**src/rtl/rtcr_consts.vh**
```
/*
  constants for the rtc calendar and alarm register block.
  assumes inclusion by bare name from the rtl files.
*/
// Function
// - pad bit 1 set routes seconds clock to pin, clear routes alarm pulse.
// - clock pin drives only while the pin output enable bit is set.
// - time window pointer 00 minute_second_value, 10 month-day, 11 year.
// - alarm window pointer 01 weekday-hour, 10 month-day.
// - year is two bcd digits, tens 7:4, ones 3:0.
// - month tens bit 12 (0..1), ones bits 11:8.
// - day tens bits 5:4 (0..3), ones bits 3:0.
// - weekday is three bits at 10:8, values 0 to 6.
// - hour is 24-hour bcd, tens bits 5:4, ones bits 3:0.
// - minute tens bits 14:12, ones bits 11:8.
// - second tens bits 6:4, ones bits 3:0.
// - value writes take effect only while write enable is 1.
// - unimplemented bits read zero and ignore writes.
// - write to window high byte decrements pointer, stopping at 00.
// - any read of a value window decrements its pointer.
// - time pointer 01 weekday-hour; alarm pointer 11 selects nothing.
`ifndef RTCR_CONSTS_VH
`define RTCR_CONSTS_VH
// ----------------------------------------------------------------
// register word addresses
// ----------------------------------------------------------------
`define RTCR_A_CFG     4'h0
`define RTCR_A_PAD     4'h1
`define RTCR_A_ALCFG   4'h2
`define RTCR_A_TVAL    4'h3
`define RTCR_A_AVAL    4'h4
// ----------------------------------------------------------------
// field positions
// ----------------------------------------------------------------
`define RTCR_CFG_WREN  13
`define RTCR_CFG_OE    10
`define RTCR_PAD_SEC   1
`define RTCR_AL_EN     15
`define RTCR_AL_CHIME  14
`define RTCR_PTR_LO    8
// ----------------------------------------------------------------
// implemented-bit masks
// ----------------------------------------------------------------
`define RTCR_M_YEAR    16'h00ff
`define RTCR_M_MONTH_DAY_VALUE   16'h1f3f
`define RTCR_M_WKHR    16'h073f
`define RTCR_M_MINUTE_SECOND_VALUE  16'h7f7f
`define RTCR_M_PAD     16'h0003
`define RTCR_M_CFG     16'h2700
// ----------------------------------------------------------------
// timing
// ----------------------------------------------------------------
`define RTCR_SEC_HZ    1
`define RTCR_CLK_HZ    100000000
`define RTCR_PULSE_CYC 16'h0064
`endif

```
**src/rtl/rtcr_window.v**
```verilog
/*
  one window register pair store with write mask and byte strobes.
  assumes write gating is decided by the caller.
*/
`timescale 1ns/1ns
`include "rtcr_consts.vh"
module rtcr_window #(
  parameter [15:0] MASK = 16'hffff
) (
  input  wire        sys_clk,
  input  wire        reset_n,
  input  wire        clk_en,
  input  wire        wr,
  input  wire [1:0]  be,
  input  wire [15:0] wdata,
  output reg  [15:0] value_q
);
  always @(posedge sys_clk or negedge reset_n) begin
    if (!reset_n) begin
      value_q <= 16'h0000;
    end else if (clk_en && wr) begin
      if (be[0]) begin
        value_q[7:0] <= wdata[7:0] & MASK[7:0];
      end
      if (be[1]) begin
        value_q[15:8] <= wdata[15:8] & MASK[15:8];
      end
    end
  end
endmodule

```
**src/rtl/rtcr_ptr.v**
```verilog
/*
  two-bit window pointer: software load, decrement to 00 on access.
  assumes load and step are single-cycle strobes.
*/
`timescale 1ns/1ns
module rtcr_ptr (
  input  wire       sys_clk,
  input  wire       reset_n,
  input  wire       clk_en,
  input  wire       load,
  input  wire [1:0] load_val,
  input  wire       step,
  output reg  [1:0] ptr_q
);
  always @(posedge sys_clk or negedge reset_n) begin
    if (!reset_n) begin
      ptr_q <= 2'h0;
    end else if (clk_en) begin
      if (load) begin
        ptr_q <= load_val;
      end else if (step && ptr_q != 2'h0) begin
        ptr_q <= ptr_q - 2'h1;
      end
    end
  end
endmodule

```
**src/rtl/rtcr_top.v**
```verilog
/*
  rtc calendar and alarm registers behind an avalon-mm slave.
  assumes a one-second tick input from the timekeeping logic,
  and that the master keeps the request until waitrequest is low.
*/
// Local design decisions: the register addresses and the Avalon-MM slave port.
`timescale 1ns/1ns
`include "rtcr_consts.vh"
module rtcr_top (
  input  wire        sys_clk,
  input  wire        reset_n,
  input  wire        clk_en,
  input  wire [3:0]  avs_address,
  input  wire        avs_read,
  input  wire        avs_write,
  input  wire [1:0]  avs_byteenable,
  input  wire [15:0] avs_writedata,
  output reg  [15:0] avs_readdata,
  output wire        avs_waitrequest,
  input  wire        second_tick,
  output reg         clock_pin_out,
  output reg         clock_pin_oe,
  output wire        parallel_port_buffer_select
);
  // ----------------------------------------------------------------
  // bus handshake: one wait cycle then acknowledge
  // ----------------------------------------------------------------
  reg         ack_q;
  wire        req;
  wire        acc;
  assign req = avs_read | avs_write;
  assign avs_waitrequest = req & ~ack_q;
  assign acc = req & ack_q & clk_en;
  always @(posedge sys_clk or negedge reset_n) begin
    if (!reset_n) begin
      ack_q <= 1'b0;
    end else if (clk_en) begin
      ack_q <= req & ~ack_q;
    end
  end
  wire        wr_acc;
  wire        rd_acc;
  assign wr_acc = acc & avs_write;
  assign rd_acc = acc & avs_read;
  // ----------------------------------------------------------------
  // control registers
  // ----------------------------------------------------------------
  reg  [15:0] cfg_q;
  reg  [1:0]  pad_q;
  reg  [5:0]  alhi_q;
  reg  [7:0]  alarm_repeat_count_q;
  wire        value_write_enable;
  wire [3:0]  alarm_interval_mask;
  wire        seconds_output_select;
  wire        clock_pin_output_enable;
  wire        alarm_enable_bit;
  wire        chime;
  assign value_write_enable      = cfg_q[`RTCR_CFG_WREN];
  assign clock_pin_output_enable = cfg_q[`RTCR_CFG_OE];
  assign seconds_output_select   = pad_q[`RTCR_PAD_SEC];
  assign parallel_port_buffer_select = pad_q[0];
  assign alarm_enable_bit        = alhi_q[5];
  assign chime                   = alhi_q[4];
  assign alarm_interval_mask     = alhi_q[3:0];
  wire        wr_cfg;
  wire        wr_pad;
  wire        wr_al;
  wire        wr_tv;
  wire        wr_av;
  assign wr_cfg = wr_acc && avs_address == `RTCR_A_CFG;
  assign wr_pad = wr_acc && avs_address == `RTCR_A_PAD;
  assign wr_al  = wr_acc && avs_address == `RTCR_A_ALCFG;
  assign wr_tv  = wr_acc && avs_address == `RTCR_A_TVAL;
  assign wr_av  = wr_acc && avs_address == `RTCR_A_AVAL;
  wire        rd_tv;
  wire        rd_av;
  assign rd_tv = rd_acc && avs_address == `RTCR_A_TVAL;
  assign rd_av = rd_acc && avs_address == `RTCR_A_AVAL;
  // ----------------------------------------------------------------
  // alarm event and repeat logic
  // ----------------------------------------------------------------
  wire        alarm_event;
  reg  [15:0] pulse_cnt_q;
  wire [15:0] cfg_wmask;
  assign cfg_wmask = `RTCR_M_CFG;
  always @(posedge sys_clk or negedge reset_n) begin
    if (!reset_n) begin
      cfg_q  <= 16'h0000;
      pad_q  <= 2'h0;
      alhi_q <= 6'h00;
      alarm_repeat_count_q <= 8'h00;
    end else if (clk_en) begin
      if (wr_cfg && avs_byteenable[1]) begin
        cfg_q[15:8] <= avs_writedata[15:8] & cfg_wmask[15:8];
      end
      if (wr_pad && avs_byteenable[0]) begin
        pad_q <= avs_writedata[1:0];
      end
      if (wr_al && avs_byteenable[0]) begin
        alarm_repeat_count_q <= avs_writedata[7:0];
      end else if (alarm_event) begin
        if (alarm_repeat_count_q != 8'h00 || chime) begin
          alarm_repeat_count_q <= alarm_repeat_count_q - 8'h01;
        end
      end
      if (wr_al && avs_byteenable[1]) begin
        alhi_q <= avs_writedata[15:10];
      end else if (alarm_event && alarm_repeat_count_q == 8'h00 && !chime) begin
        alhi_q[5] <= 1'b0;
      end
    end
  end
  // ----------------------------------------------------------------
  // window pointers
  // ----------------------------------------------------------------
  wire [1:0]  time_window_pointer;
  wire [1:0]  alarm_window_pointer;
  rtcr_ptr u_tptr (
    .sys_clk  (sys_clk),
    .reset_n  (reset_n),
    .clk_en   (clk_en),
    .load     (wr_cfg & avs_byteenable[1]),
    .load_val (avs_writedata[9:8]),
    .step     ((wr_tv & avs_byteenable[1]) | rd_tv),
    .ptr_q    (time_window_pointer)
  );
  rtcr_ptr u_aptr (
    .sys_clk  (sys_clk),
    .reset_n  (reset_n),
    .clk_en   (clk_en),
    .load     (wr_al & avs_byteenable[1]),
    .load_val (avs_writedata[9:8]),
    .step     ((wr_av & avs_byteenable[1]) | rd_av),
    .ptr_q    (alarm_window_pointer)
  );
  // ----------------------------------------------------------------
  // value registers, writes gated by write enable
  // ----------------------------------------------------------------
  wire        tw;
  wire        aw;
  assign tw = wr_tv & value_write_enable;
  assign aw = wr_av & value_write_enable;
  wire [15:0] year_value;
  wire [15:0] month_day_value;
  wire [15:0] weekday_hour_value;
  wire [15:0] minute_second_value;
  wire [15:0] alarm_month_day;
  wire [15:0] alarm_weekday_hour;
  wire [15:0] alarm_minute_second;
  // year: tens 7:4, ones 3:0
  rtcr_window #(.MASK(`RTCR_M_YEAR)) u_year (
    .sys_clk (sys_clk),
    .reset_n (reset_n),
    .clk_en  (clk_en),
    .wr      (tw && time_window_pointer == 2'h3),
    .be      ({1'b0, avs_byteenable[0]}),
    .wdata   (avs_writedata),
    .value_q (year_value)
  );
  // month: tens bit 12 and ones 11:8 read only in time window, day tens 5:4
  rtcr_window #(.MASK(`RTCR_M_MONTH_DAY_VALUE)) u_month_day_value (
    .sys_clk (sys_clk),
    .reset_n (reset_n),
    .clk_en  (clk_en),
    .wr      (tw && time_window_pointer == 2'h2),
    .be      ({1'b0, avs_byteenable[0]}),
    .wdata   (avs_writedata),
    .value_q (month_day_value)
  );
  rtcr_window #(.MASK(`RTCR_M_WKHR)) u_wkhr (
    .sys_clk (sys_clk),
    .reset_n (reset_n),
    .clk_en  (clk_en),
    .wr      (tw && time_window_pointer == 2'h1),
    .be      (avs_byteenable),
    .wdata   (avs_writedata),
    .value_q (weekday_hour_value)
  );
  rtcr_window #(.MASK(`RTCR_M_MINUTE_SECOND_VALUE)) u_minute_second_value (
    .sys_clk (sys_clk),
    .reset_n (reset_n),
    .clk_en  (clk_en),
    .wr      (tw && time_window_pointer == 2'h0),
    .be      (avs_byteenable),
    .wdata   (avs_writedata),
    .value_q (minute_second_value)
  );
  rtcr_window #(.MASK(`RTCR_M_MONTH_DAY_VALUE)) u_amthdy (
    .sys_clk (sys_clk),
    .reset_n (reset_n),
    .clk_en  (clk_en),
    .wr      (aw && alarm_window_pointer == 2'h2),
    .be      (avs_byteenable),
    .wdata   (avs_writedata),
    .value_q (alarm_month_day)
  );
  rtcr_window #(.MASK(`RTCR_M_WKHR)) u_awkhr (
    .sys_clk (sys_clk),
    .reset_n (reset_n),
    .clk_en  (clk_en),
    .wr      (aw && alarm_window_pointer == 2'h1),
    .be      (avs_byteenable),
    .wdata   (avs_writedata),
    .value_q (alarm_weekday_hour)
  );
  rtcr_window #(.MASK(`RTCR_M_MINUTE_SECOND_VALUE)) u_aminsec (
    .sys_clk (sys_clk),
    .reset_n (reset_n),
    .clk_en  (clk_en),
    .wr      (aw && alarm_window_pointer == 2'h0),
    .be      (avs_byteenable),
    .wdata   (avs_writedata),
    .value_q (alarm_minute_second)
  );
  // ----------------------------------------------------------------
  // alarm compare with interval mask
  // ----------------------------------------------------------------
  reg         match;
  always @* begin
    case (alarm_interval_mask)
      4'h0: match = 1'b1;
      4'h1: match = 1'b1;
      4'h2: match = minute_second_value[3:0] == 4'h0;
      4'h3: match = minute_second_value[6:0] == alarm_minute_second[6:0];
      4'h4: match = minute_second_value[11:0] == alarm_minute_second[11:0];
      4'h5: match = minute_second_value == alarm_minute_second;
      4'h6: match = minute_second_value == alarm_minute_second &&
                    weekday_hour_value[5:0] == alarm_weekday_hour[5:0];
      4'h7: match = minute_second_value == alarm_minute_second &&
                    weekday_hour_value == alarm_weekday_hour;
      4'h8: match = minute_second_value == alarm_minute_second &&
                    weekday_hour_value[5:0] == alarm_weekday_hour[5:0] &&
                    month_day_value[5:0] == alarm_month_day[5:0];
      4'h9: match = minute_second_value == alarm_minute_second &&
                    weekday_hour_value[5:0] == alarm_weekday_hour[5:0] &&
                    month_day_value == alarm_month_day;
      default: match = 1'b0;
    endcase
  end
  assign alarm_event = alarm_enable_bit & second_tick & match;
  // ----------------------------------------------------------------
  // clock pin: seconds square wave or alarm pulse
  // ----------------------------------------------------------------
  reg         sec_q;
  always @(posedge sys_clk or negedge reset_n) begin
    if (!reset_n) begin
      sec_q         <= 1'b0;
      pulse_cnt_q   <= 16'h0000;
      clock_pin_out <= 1'b0;
      clock_pin_oe  <= 1'b0;
    end else if (clk_en) begin
      if (second_tick) begin
        sec_q <= ~sec_q;
      end
      if (alarm_event) begin
        pulse_cnt_q <= `RTCR_PULSE_CYC;
      end else if (pulse_cnt_q != 16'h0000) begin
        pulse_cnt_q <= pulse_cnt_q - 16'h0001;
      end
      clock_pin_out <= seconds_output_select ? sec_q : (pulse_cnt_q != 16'h0000);
      clock_pin_oe  <= clock_pin_output_enable;
    end
  end
  // ----------------------------------------------------------------
  // read mux
  // ----------------------------------------------------------------
  reg  [15:0] rd_d;
  always @* begin
    rd_d = 16'h0000;
    if (avs_address == `RTCR_A_CFG) begin
      rd_d = {cfg_q[15:10], time_window_pointer, 8'h00};
    end else if (avs_address == `RTCR_A_PAD) begin
      rd_d = {14'h0000, pad_q};
    end else if (avs_address == `RTCR_A_ALCFG) begin
      rd_d = {alhi_q, alarm_window_pointer, alarm_repeat_count_q};
    end else if (avs_address == `RTCR_A_TVAL) begin
      case (time_window_pointer)
        2'h0: rd_d = minute_second_value;
        2'h1: rd_d = weekday_hour_value;
        2'h2: rd_d = month_day_value;
        default: rd_d = year_value;
      endcase
    end else if (avs_address == `RTCR_A_AVAL) begin
      case (alarm_window_pointer)
        2'h0: rd_d = alarm_minute_second;
        2'h1: rd_d = alarm_weekday_hour;
        2'h2: rd_d = alarm_month_day;
        default: rd_d = 16'h0000;
      endcase
    end
  end
  always @(posedge sys_clk or negedge reset_n) begin
    if (!reset_n) begin
      avs_readdata <= 16'h0000;
    end else if (clk_en && avs_read && !ack_q) begin
      avs_readdata <= rd_d;
    end
  end
endmodule

```
**config.mk**
```make
export PLATFORM = sky130hd
export DESIGN_NAME = rtcr_top
export DESIGN_NICKNAME = d
export VERILOG_FILES = /design/src/rtl/rtcr_window.v /design/src/rtl/rtcr_ptr.v /design/src/rtl/rtcr_top.v
export VERILOG_INCLUDE_DIRS = /design/src /design/src/rtl
export SDC_FILE = /design/constraint.sdc
export NUM_CORES = 1
export LEC_CHECK = 0
export ABC_AREA = 1
export ABC_CLOCK_PERIOD_IN_PS = 2800
export BUFFER_PORTS_ARGS = -buffer_cell sky130_fd_sc_hd__buf_2
export CAP_MARGIN = 20
export CORE_UTILIZATION = 61
export DETAILED_ROUTE_END_ITERATION = 8
export PLACE_DENSITY = 0.8
export SETUP_SLACK_MARGIN = 0.02
export SLEW_MARGIN = 20
export SYNTH_ARGS = -nofsm -noshare
export SYNTH_HDL_FRONTEND = slang
export SYNTH_SLANG_ARGS = --single-unit
export TNS_END_PERCENT = 1
```
**constraint.sdc**
```tcl
create_clock -name sys_clk -period 2.8 [get_ports sys_clk]
set_clock_uncertainty 0.15 [all_clocks]
set_input_delay 0.84 -clock sys_clk [delete_from_list [all_inputs] [get_ports sys_clk]]
set_output_delay 0.84 -clock sys_clk [all_outputs]
set_load 0.01 [all_outputs]
```
### Yosys cells after proc, flatten, opt, wreduce, memory -nomap -nowiden

Cells that the tools add are included.

| word-level totals | value |
|---|---|
| register bits | 131 |
| input port bits | 28 |
| output and inout port bits | 20 |
| logic and storage cells | 168 |

| cells by class | value |
|---|---|
| $add $sub $neg | 4 |
| eq/ne operators | 25 |
| mux-type cells | 20 |
| bitwise gates (word level) | 18 |
| reduce and logical (&&, ||, !) cells | 76 |

Operators by type and width:

| kind | number |
|---|---|
| $mux W16 | 6 |
| $pmux W15 S3 | 2 |
| $reduce_and A2 Y1 | 20 |
| $logic_and A1 B1 Y1 | 35 |
| $mux W8 | 3 |
| $eq A4 B3 Y1 const B | 5 |
| $eq A4 B2 Y1 const B | 4 |
| $reduce_bool A16 Y1 | 1 |
| $reduce_bool A2 Y1 | 8 |
| $sub A16 B1 Y16 const B | 1 |
| $mux W15 | 1 |
| $eq A14 B14 Y1 | 1 |
| $and A1 B1 Y1 | 13 |
| $eq A6 B6 Y1 | 2 |
| $logic_not A4 Y1 | 3 |
| $eq A11 B11 Y1 | 1 |
| $eq A6 B11 Y1 | 1 |
| $eq A9 B9 Y1 | 1 |
| $pmux W1 S9 | 1 |
| $eq A4 B1 Y1 const B | 2 |
| $eq A4 B4 Y1 const B | 2 |
| $logic_not A8 Y1 | 1 |
| $mux W2 | 4 |
| $reduce_bool A8 Y1 | 1 |
| 13 further kinds | 24 |

### Depth between registers and ports, before layout

| logic depth | value |
|---|---|
| depth in word-level cells | 10 |
| depth in mapped cells | 16 |
| depth with buffers taken out | 16 |

### Hierarchy

A second synthesis with hierarchy kept.

| unflattened totals | value |
|---|---|
| cells, all modules | 1161 |
| area, all modules | 8650.8 µm² |

Modules (own cells, without submodules):

| module | times used | cells each | area each (µm²) | sequential area each (µm²) |
|---|---|---|---|---|
| rtcr_top | 1 | 738 | 4727.0 | 1351.3 |
| rtcr_window (u_aminsec ...) | 2 | 67 | 673.1 | 350.3 |
| rtcr_window (u_amthdy ...) | 2 | 54 | 501.7 | 275.3 |
| rtcr_window (u_awkhr ...) | 2 | 48 | 440.4 | 225.2 |
| rtcr_window (u_year) | 1 | 45 | 425.4 | 200.2 |
| rtcr_ptr | 2 | 20 | 133.9 | 50.0 |

### Worst setup path before layout

OpenSTA, ideal clock, no wires.

| path | value |
|---|---|
| path type | in2reg |
| start | input clk_en |
| end | register u_minute_second_value.value_q[5] |
| library setup time | 123 ps |
| data arrival time | 1993 ps |
| required time | 2527 ps |
| setup slack | 534 ps |
| cell stages on the path | 9 |
| buffers on the path | 2 |
| cell sequence | buf_6 -> inv_4 -> nor3_4 -> inv_2 -> nor3b_4 -> nand3_2 -> buf_6 -> nand2_1 -> o21ai_2 |

| between the ends | value |
|---|---|
| longest elaborated chain between the ends | 7 |

RTL lines:

| element | RTL line | source |
|---|---|---|
| from (decl) | rtcr_top.v:12 | `input wire clk_en,` |
| $and A1 B1 Y1 | rtcr_top.v:33 | `assign acc = req & ack_q & clk_en;` |
| $and A1 B1 Y1 | rtcr_top.v:43 | `assign wr_acc = acc & avs_write;` |
| $logic_and A1 B1 Y1 (no source line) | -- |  |
| $and A1 B1 Y1 | rtcr_top.v:141 | `assign tw = wr_tv & value_write_enable;` |
| $logic_and A1 B1 Y1 | rtcr_top.v:183 | `.wr (tw && time_window_pointer == 2'h0),` |
| $logic_and A1 B1 Y1 * | rtcr_window.v:21 | `end else if (clk_en && wr) begin` |
| $reduce_and A2 Y1 (no source line) * | -- |  |
| to (signal assigned) | rtcr_window.v:23 | `value_q[7:0] <= wdata[7:0] & MASK[7:0];` |
| to (decl) | rtcr_window.v:16 | `output reg [15:0] value_q` |

Every way passes the cells marked *; elsewhere a longest branch is shown, timed or not.
A chain may end at the register's enable or synchronous reset.

### Worst setup path in the final report

| path | value |
|---|---|
| start | register u_tptr.ptr_q[0] |
| end | register avs_readdata[12] |

| between the ends | value |
|---|---|
| longest elaborated chain between the ends | 6 |
| elaborated cells between the ends (all ways) | 8 |
| those cells by class | 2 x eq/ne; 5 x mux; 1 x reduce/logical |

RTL lines:

| element | RTL line | source |
|---|---|---|
| from (decl) | rtcr_ptr.v:13 | `output reg [1:0] ptr_q` |
| from (signal assigned) | rtcr_ptr.v:20 | `ptr_q <= load_val;` |
| from (signal assigned) | rtcr_ptr.v:22 | `ptr_q <= ptr_q - 2'h1;` |
| $eq A2 B2 Y1, or another cell as far along | rtcr_top.v:277 | `case (time_window_pointer)` |
| $pmux W15 S3 * | rtcr_top.v:277 |  |
| $mux W16 * | rtcr_top.v:276 | `` end else if (avs_address == `RTCR_A_TVAL) begin `` |
| $mux W16 * | rtcr_top.v:274 | `` end else if (avs_address == `RTCR_A_ALCFG) begin `` |
| $mux W16 * | rtcr_top.v:272 | `` end else if (avs_address == `RTCR_A_PAD) begin `` |
| $mux W16 * | rtcr_top.v:270 | `` if (avs_address == `RTCR_A_CFG) begin `` |
| to (signal assigned) | rtcr_top.v:296 | `avs_readdata <= rd_d;` |
| to (decl) | rtcr_top.v:18 | `output reg [15:0] avs_readdata,` |

Marked as above.

==> results_dict.tcl <==
set metrics [dict create \
    status "completed" \
    maxSlewHeadroom 0.495 \
    synth_edf_count 0 \
    start_util 0.625 \
    p_leak_nw 3.97 \
    grt.total_usage 0.343 \
    grt_overflow 0 \
    crit_required_ps 3000 \
    power.share.combinational 0.248 \
    power_switching_share 0.342 \
    seq_area_mm2 0.00323 \
    fmax_mhz 407 \
    synth_fp_nets 930 \
    final-setup-viol-count 0 \
    coreArea_mm2 0.0114 \
    avgSynthCellArea_um2 8.01 \
    die_w_um 110 \
    grt_pass1_wl_um 30600 \
    r2r_cells 6 \
    top_usage_layer "met2" \
    cts_made_buffers 17 \
    synth_flop_cell "dfrtp_1" \
    ir_drop_uv 811 \
    async_flop_share 1.00 \
    cts_tree "built" \
    ioPinCount 48 \
    yosysSeqAreaShare 0.452 \
    rrSetupSlack_ps 350 \
    switchingPower_mw 2.03 \
    port-buffer-count 47 \
    crit_fanout 15 \
    ys_ff_latch 129 \
    cts_buffer_depth 2 \
    ys_top_cells_by_area "dfrtp_1 45%, nand2_1 13%, o21ai_0 6.8%" \
    insertion_delay_ps 430 \
    clock_sinks 129 \
    rsz0062_at_grt "no" \
    via_per_inst 5.80 \
    antenna_found_initial 0 \
    start_kind "flip-flop" \
    hold_buffers 0 \
    worst_setup_path_end_kind "flip-flop" \
    max_cap_viol_count 0 \
    drive_gt1_frac 0.152 \
    p_seq_frac 0.398 \
    die_y_um 110 \
    cts_setup_buffers 0 \
    crit_arrival_ps 2650 \
    clock-root-buffer "clkbuf_16" \
    min_period_ps 2450 \
    dr.pass1.iters 5 \
    n_fill_cell 939 \
    synth_top_area_share 0.452 \
    pwr-share-clk 0.354 \
    nets 984 \
    hp-class "in2async" \
    fp.dieArea_mm2 0.0121 \
    internal-power_mw 3.90 \
    tightest_slew_ps 758 \
    yosysTopAreaCell "dfrtp_1" \
    areaGrowthSynthToFinish_pct 13.3 \
    dr.first_iter.drc_count 603 \
    clk_pin_slew_worst_paths_ps 60 \
    syn_area_mm2 0.00714 \
    num_rows 39 \
    htree_levels 4 \
    cts_resized 0 \
    drt-total-wl_um 19200 \
    gp_congestion 0.971 \
    grt_max_degree 58 \
    ys_warn_count 0 \
    post-synth-top-count-cell "nand2_1" \
    multi_input_area_mm2 0.00338 \
    p_per_area_mw_per_mm2 733 \
    netlist_top_cells_count "239 x nand2_1, 129 x dfrtp_1, 97 x o21ai_0, 96 x inv_1, 56 x nand3_1" \
    yosys.cell_types.count 51 \
    avgRoutedWirePerCell_um 17.5 \
    netlist_instances 891 \
    report.final.slew_viol_count 0 \
    met2_usage 0.527 \
    dp_hpwl_um 13600 \
    antenna_cells 0 \
    finalHoldViolCount 0 \
    grt_pass1_vias 6000 \
    min_period_over_period 0.877 \
    drtAntennaViolNets 0 \
    worstSetupPathType "reg2reg" \
    grt.met3_usage 0.0823 \
    via_count 6379 \
    fin_setup_tns_ps 0 \
    whs_ps 195 \
    grt_use_met1 0.456 \
    drc 0 \
]
[area by class of cell]
class	count	area share
clock buffer	22	0.0586
clock inverter	9	0.0104
inverter	105	0.0494
multi-input combinational	634	0.418
sequential	129	0.399
tap	143	0.0221
timing repair buffer	58	0.0427
[final timing paths]
kind / startpoint / endpoint
min in group sys_clk: avs_readdata[7] / avs_readdata[7]
max in group asynchronous: reset_n / u_year.value_q[2]
hold / removal: reset_n / u_minute_second_value.value_q[10]
hold reg to reg: avs_readdata[7] / avs_readdata[7]
setup / recovery: u_tptr.ptr_q[0] / avs_readdata[12]
setup reg to reg: u_tptr.ptr_q[0] / avs_readdata[12]
[worst max-delay path, stage by stage, from the launching register on]
cell and delay (ps):
dfrtp_1 470, inv_1 150, ha_1 670, inv_1 240, o311ai_0 350, o21ai_0 170
o21ai_0 160
[power by group through the flow]
stage / Combinational (mW) / Sequential [mW] / Clock [mW]
2_1_floorplan: 1.06 / 2.33 / 0
3_3_place_gp: 1.40 / 2.37 / 0
3_5_place_dp: 1.44 / 2.38 / 0
4_1_cts: 1.46 / 2.35 / 2.11
5_1_grt: 1.66 / 2.39 / 2.20
6_report: 1.47 / 2.36 / 2.10
[logic make-up after synthesis]
| family | count (synthesis) | share of synthesized area |
|---|---|---|
| fa+ha+maj | 11 | 0.0193 |
| buf+inv | 128 | 0.0748 |
| xor+xnor | 28 | 0.0343 |
| simple gates | 401 | 0.261 |
| mux | 3 | 0.00438 |
| flops | 129 | 0.452 |
| compound gates | 191 | 0.154 |
[per-layer routing]
layer  part of all wire  up-vias  wire length (um)
li1                   -     3021                 -
met1               0.43     3035              8290
met2               0.47      270              8960
met3              0.066       53              1270
met4              0.037        0               721
met5                  0        -                 0
[cell usage in the layout (no fill, tap or decap), types with 3 or more instances in the layout]
cell type / Yosys / routed
nand2_1: 239 / 239
dfrtp_1: 129 / 129
o21ai_0: 97 / 97
inv_1: 96 / 96
nand3_1: 56 / 56
nor2_1: 55 / 55
buf_2: 9 / 46
a21oi_1: 24 / 24
o21ai_1: 22 / 22
clkbuf_16: 0 / 17
xnor2_1: 16 / 16
o21ai_2: 14 / 14
xor2_1: 12 / 12
ha_1: 11 / 11
buf_4: 0 / 10
o211ai_1: 9 / 9
nand3_2: 8 / 8
nor3_1: 8 / 8
nand4_1: 6 / 6
inv_2: 5 / 5
a31oi_1: 5 / 5
nand2_2: 4 / 4
nor2_4: 4 / 4
o31ai_1: 4 / 4
o22ai_1: 4 / 4
clkinvlp_4: 0 / 4
nand2_4: 3 / 3
or2_2: 3 / 3
a22o_1: 3 / 3
clkbuf_8: 0 / 3
clkinv_2: 0 / 3
[registers in the layout, indices dropped and copies added, names as in the netlist]
register and count:
avs_readdata 16, pulse_cnt_q 16, u_aminsec.value_q 14, u_minute_second_value.value_q 14
u_amthdy.value_q 11, u_awkhr.value_q 9, u_wkhr.value_q 9, alarm_repeat_count_q 8
u_year.value_q 8, alhi_q 6, u_month_day_value.value_q 6, cfg_q 2
pad_q 2, u_aptr.ptr_q 2, u_tptr.ptr_q 2, ack_q 1
clock_pin_oe 1, clock_pin_out 1, sec_q 1
[stage by stage]
stage / cell area, um^2 / std cells / power [mW] / util / setup WS, ps
final: 8090 / 1100 / 5.93 / 0.708 / 346
after detailed placement: 7530 / 1069 / 3.81 / 0.659 / 136
after global routing: 8090 / 1100 / 6.25 / 0.708 / 150
after floorplan: 7140 / 891 / 3.39 / - / 534
after global placement: 7530 / 1069 / 3.77 / 0.659 / 179
after CTS: 8090 / 1100 / 5.92 / 0.708 / 412
No activity file was read; power rests on OpenSTA's default activity.
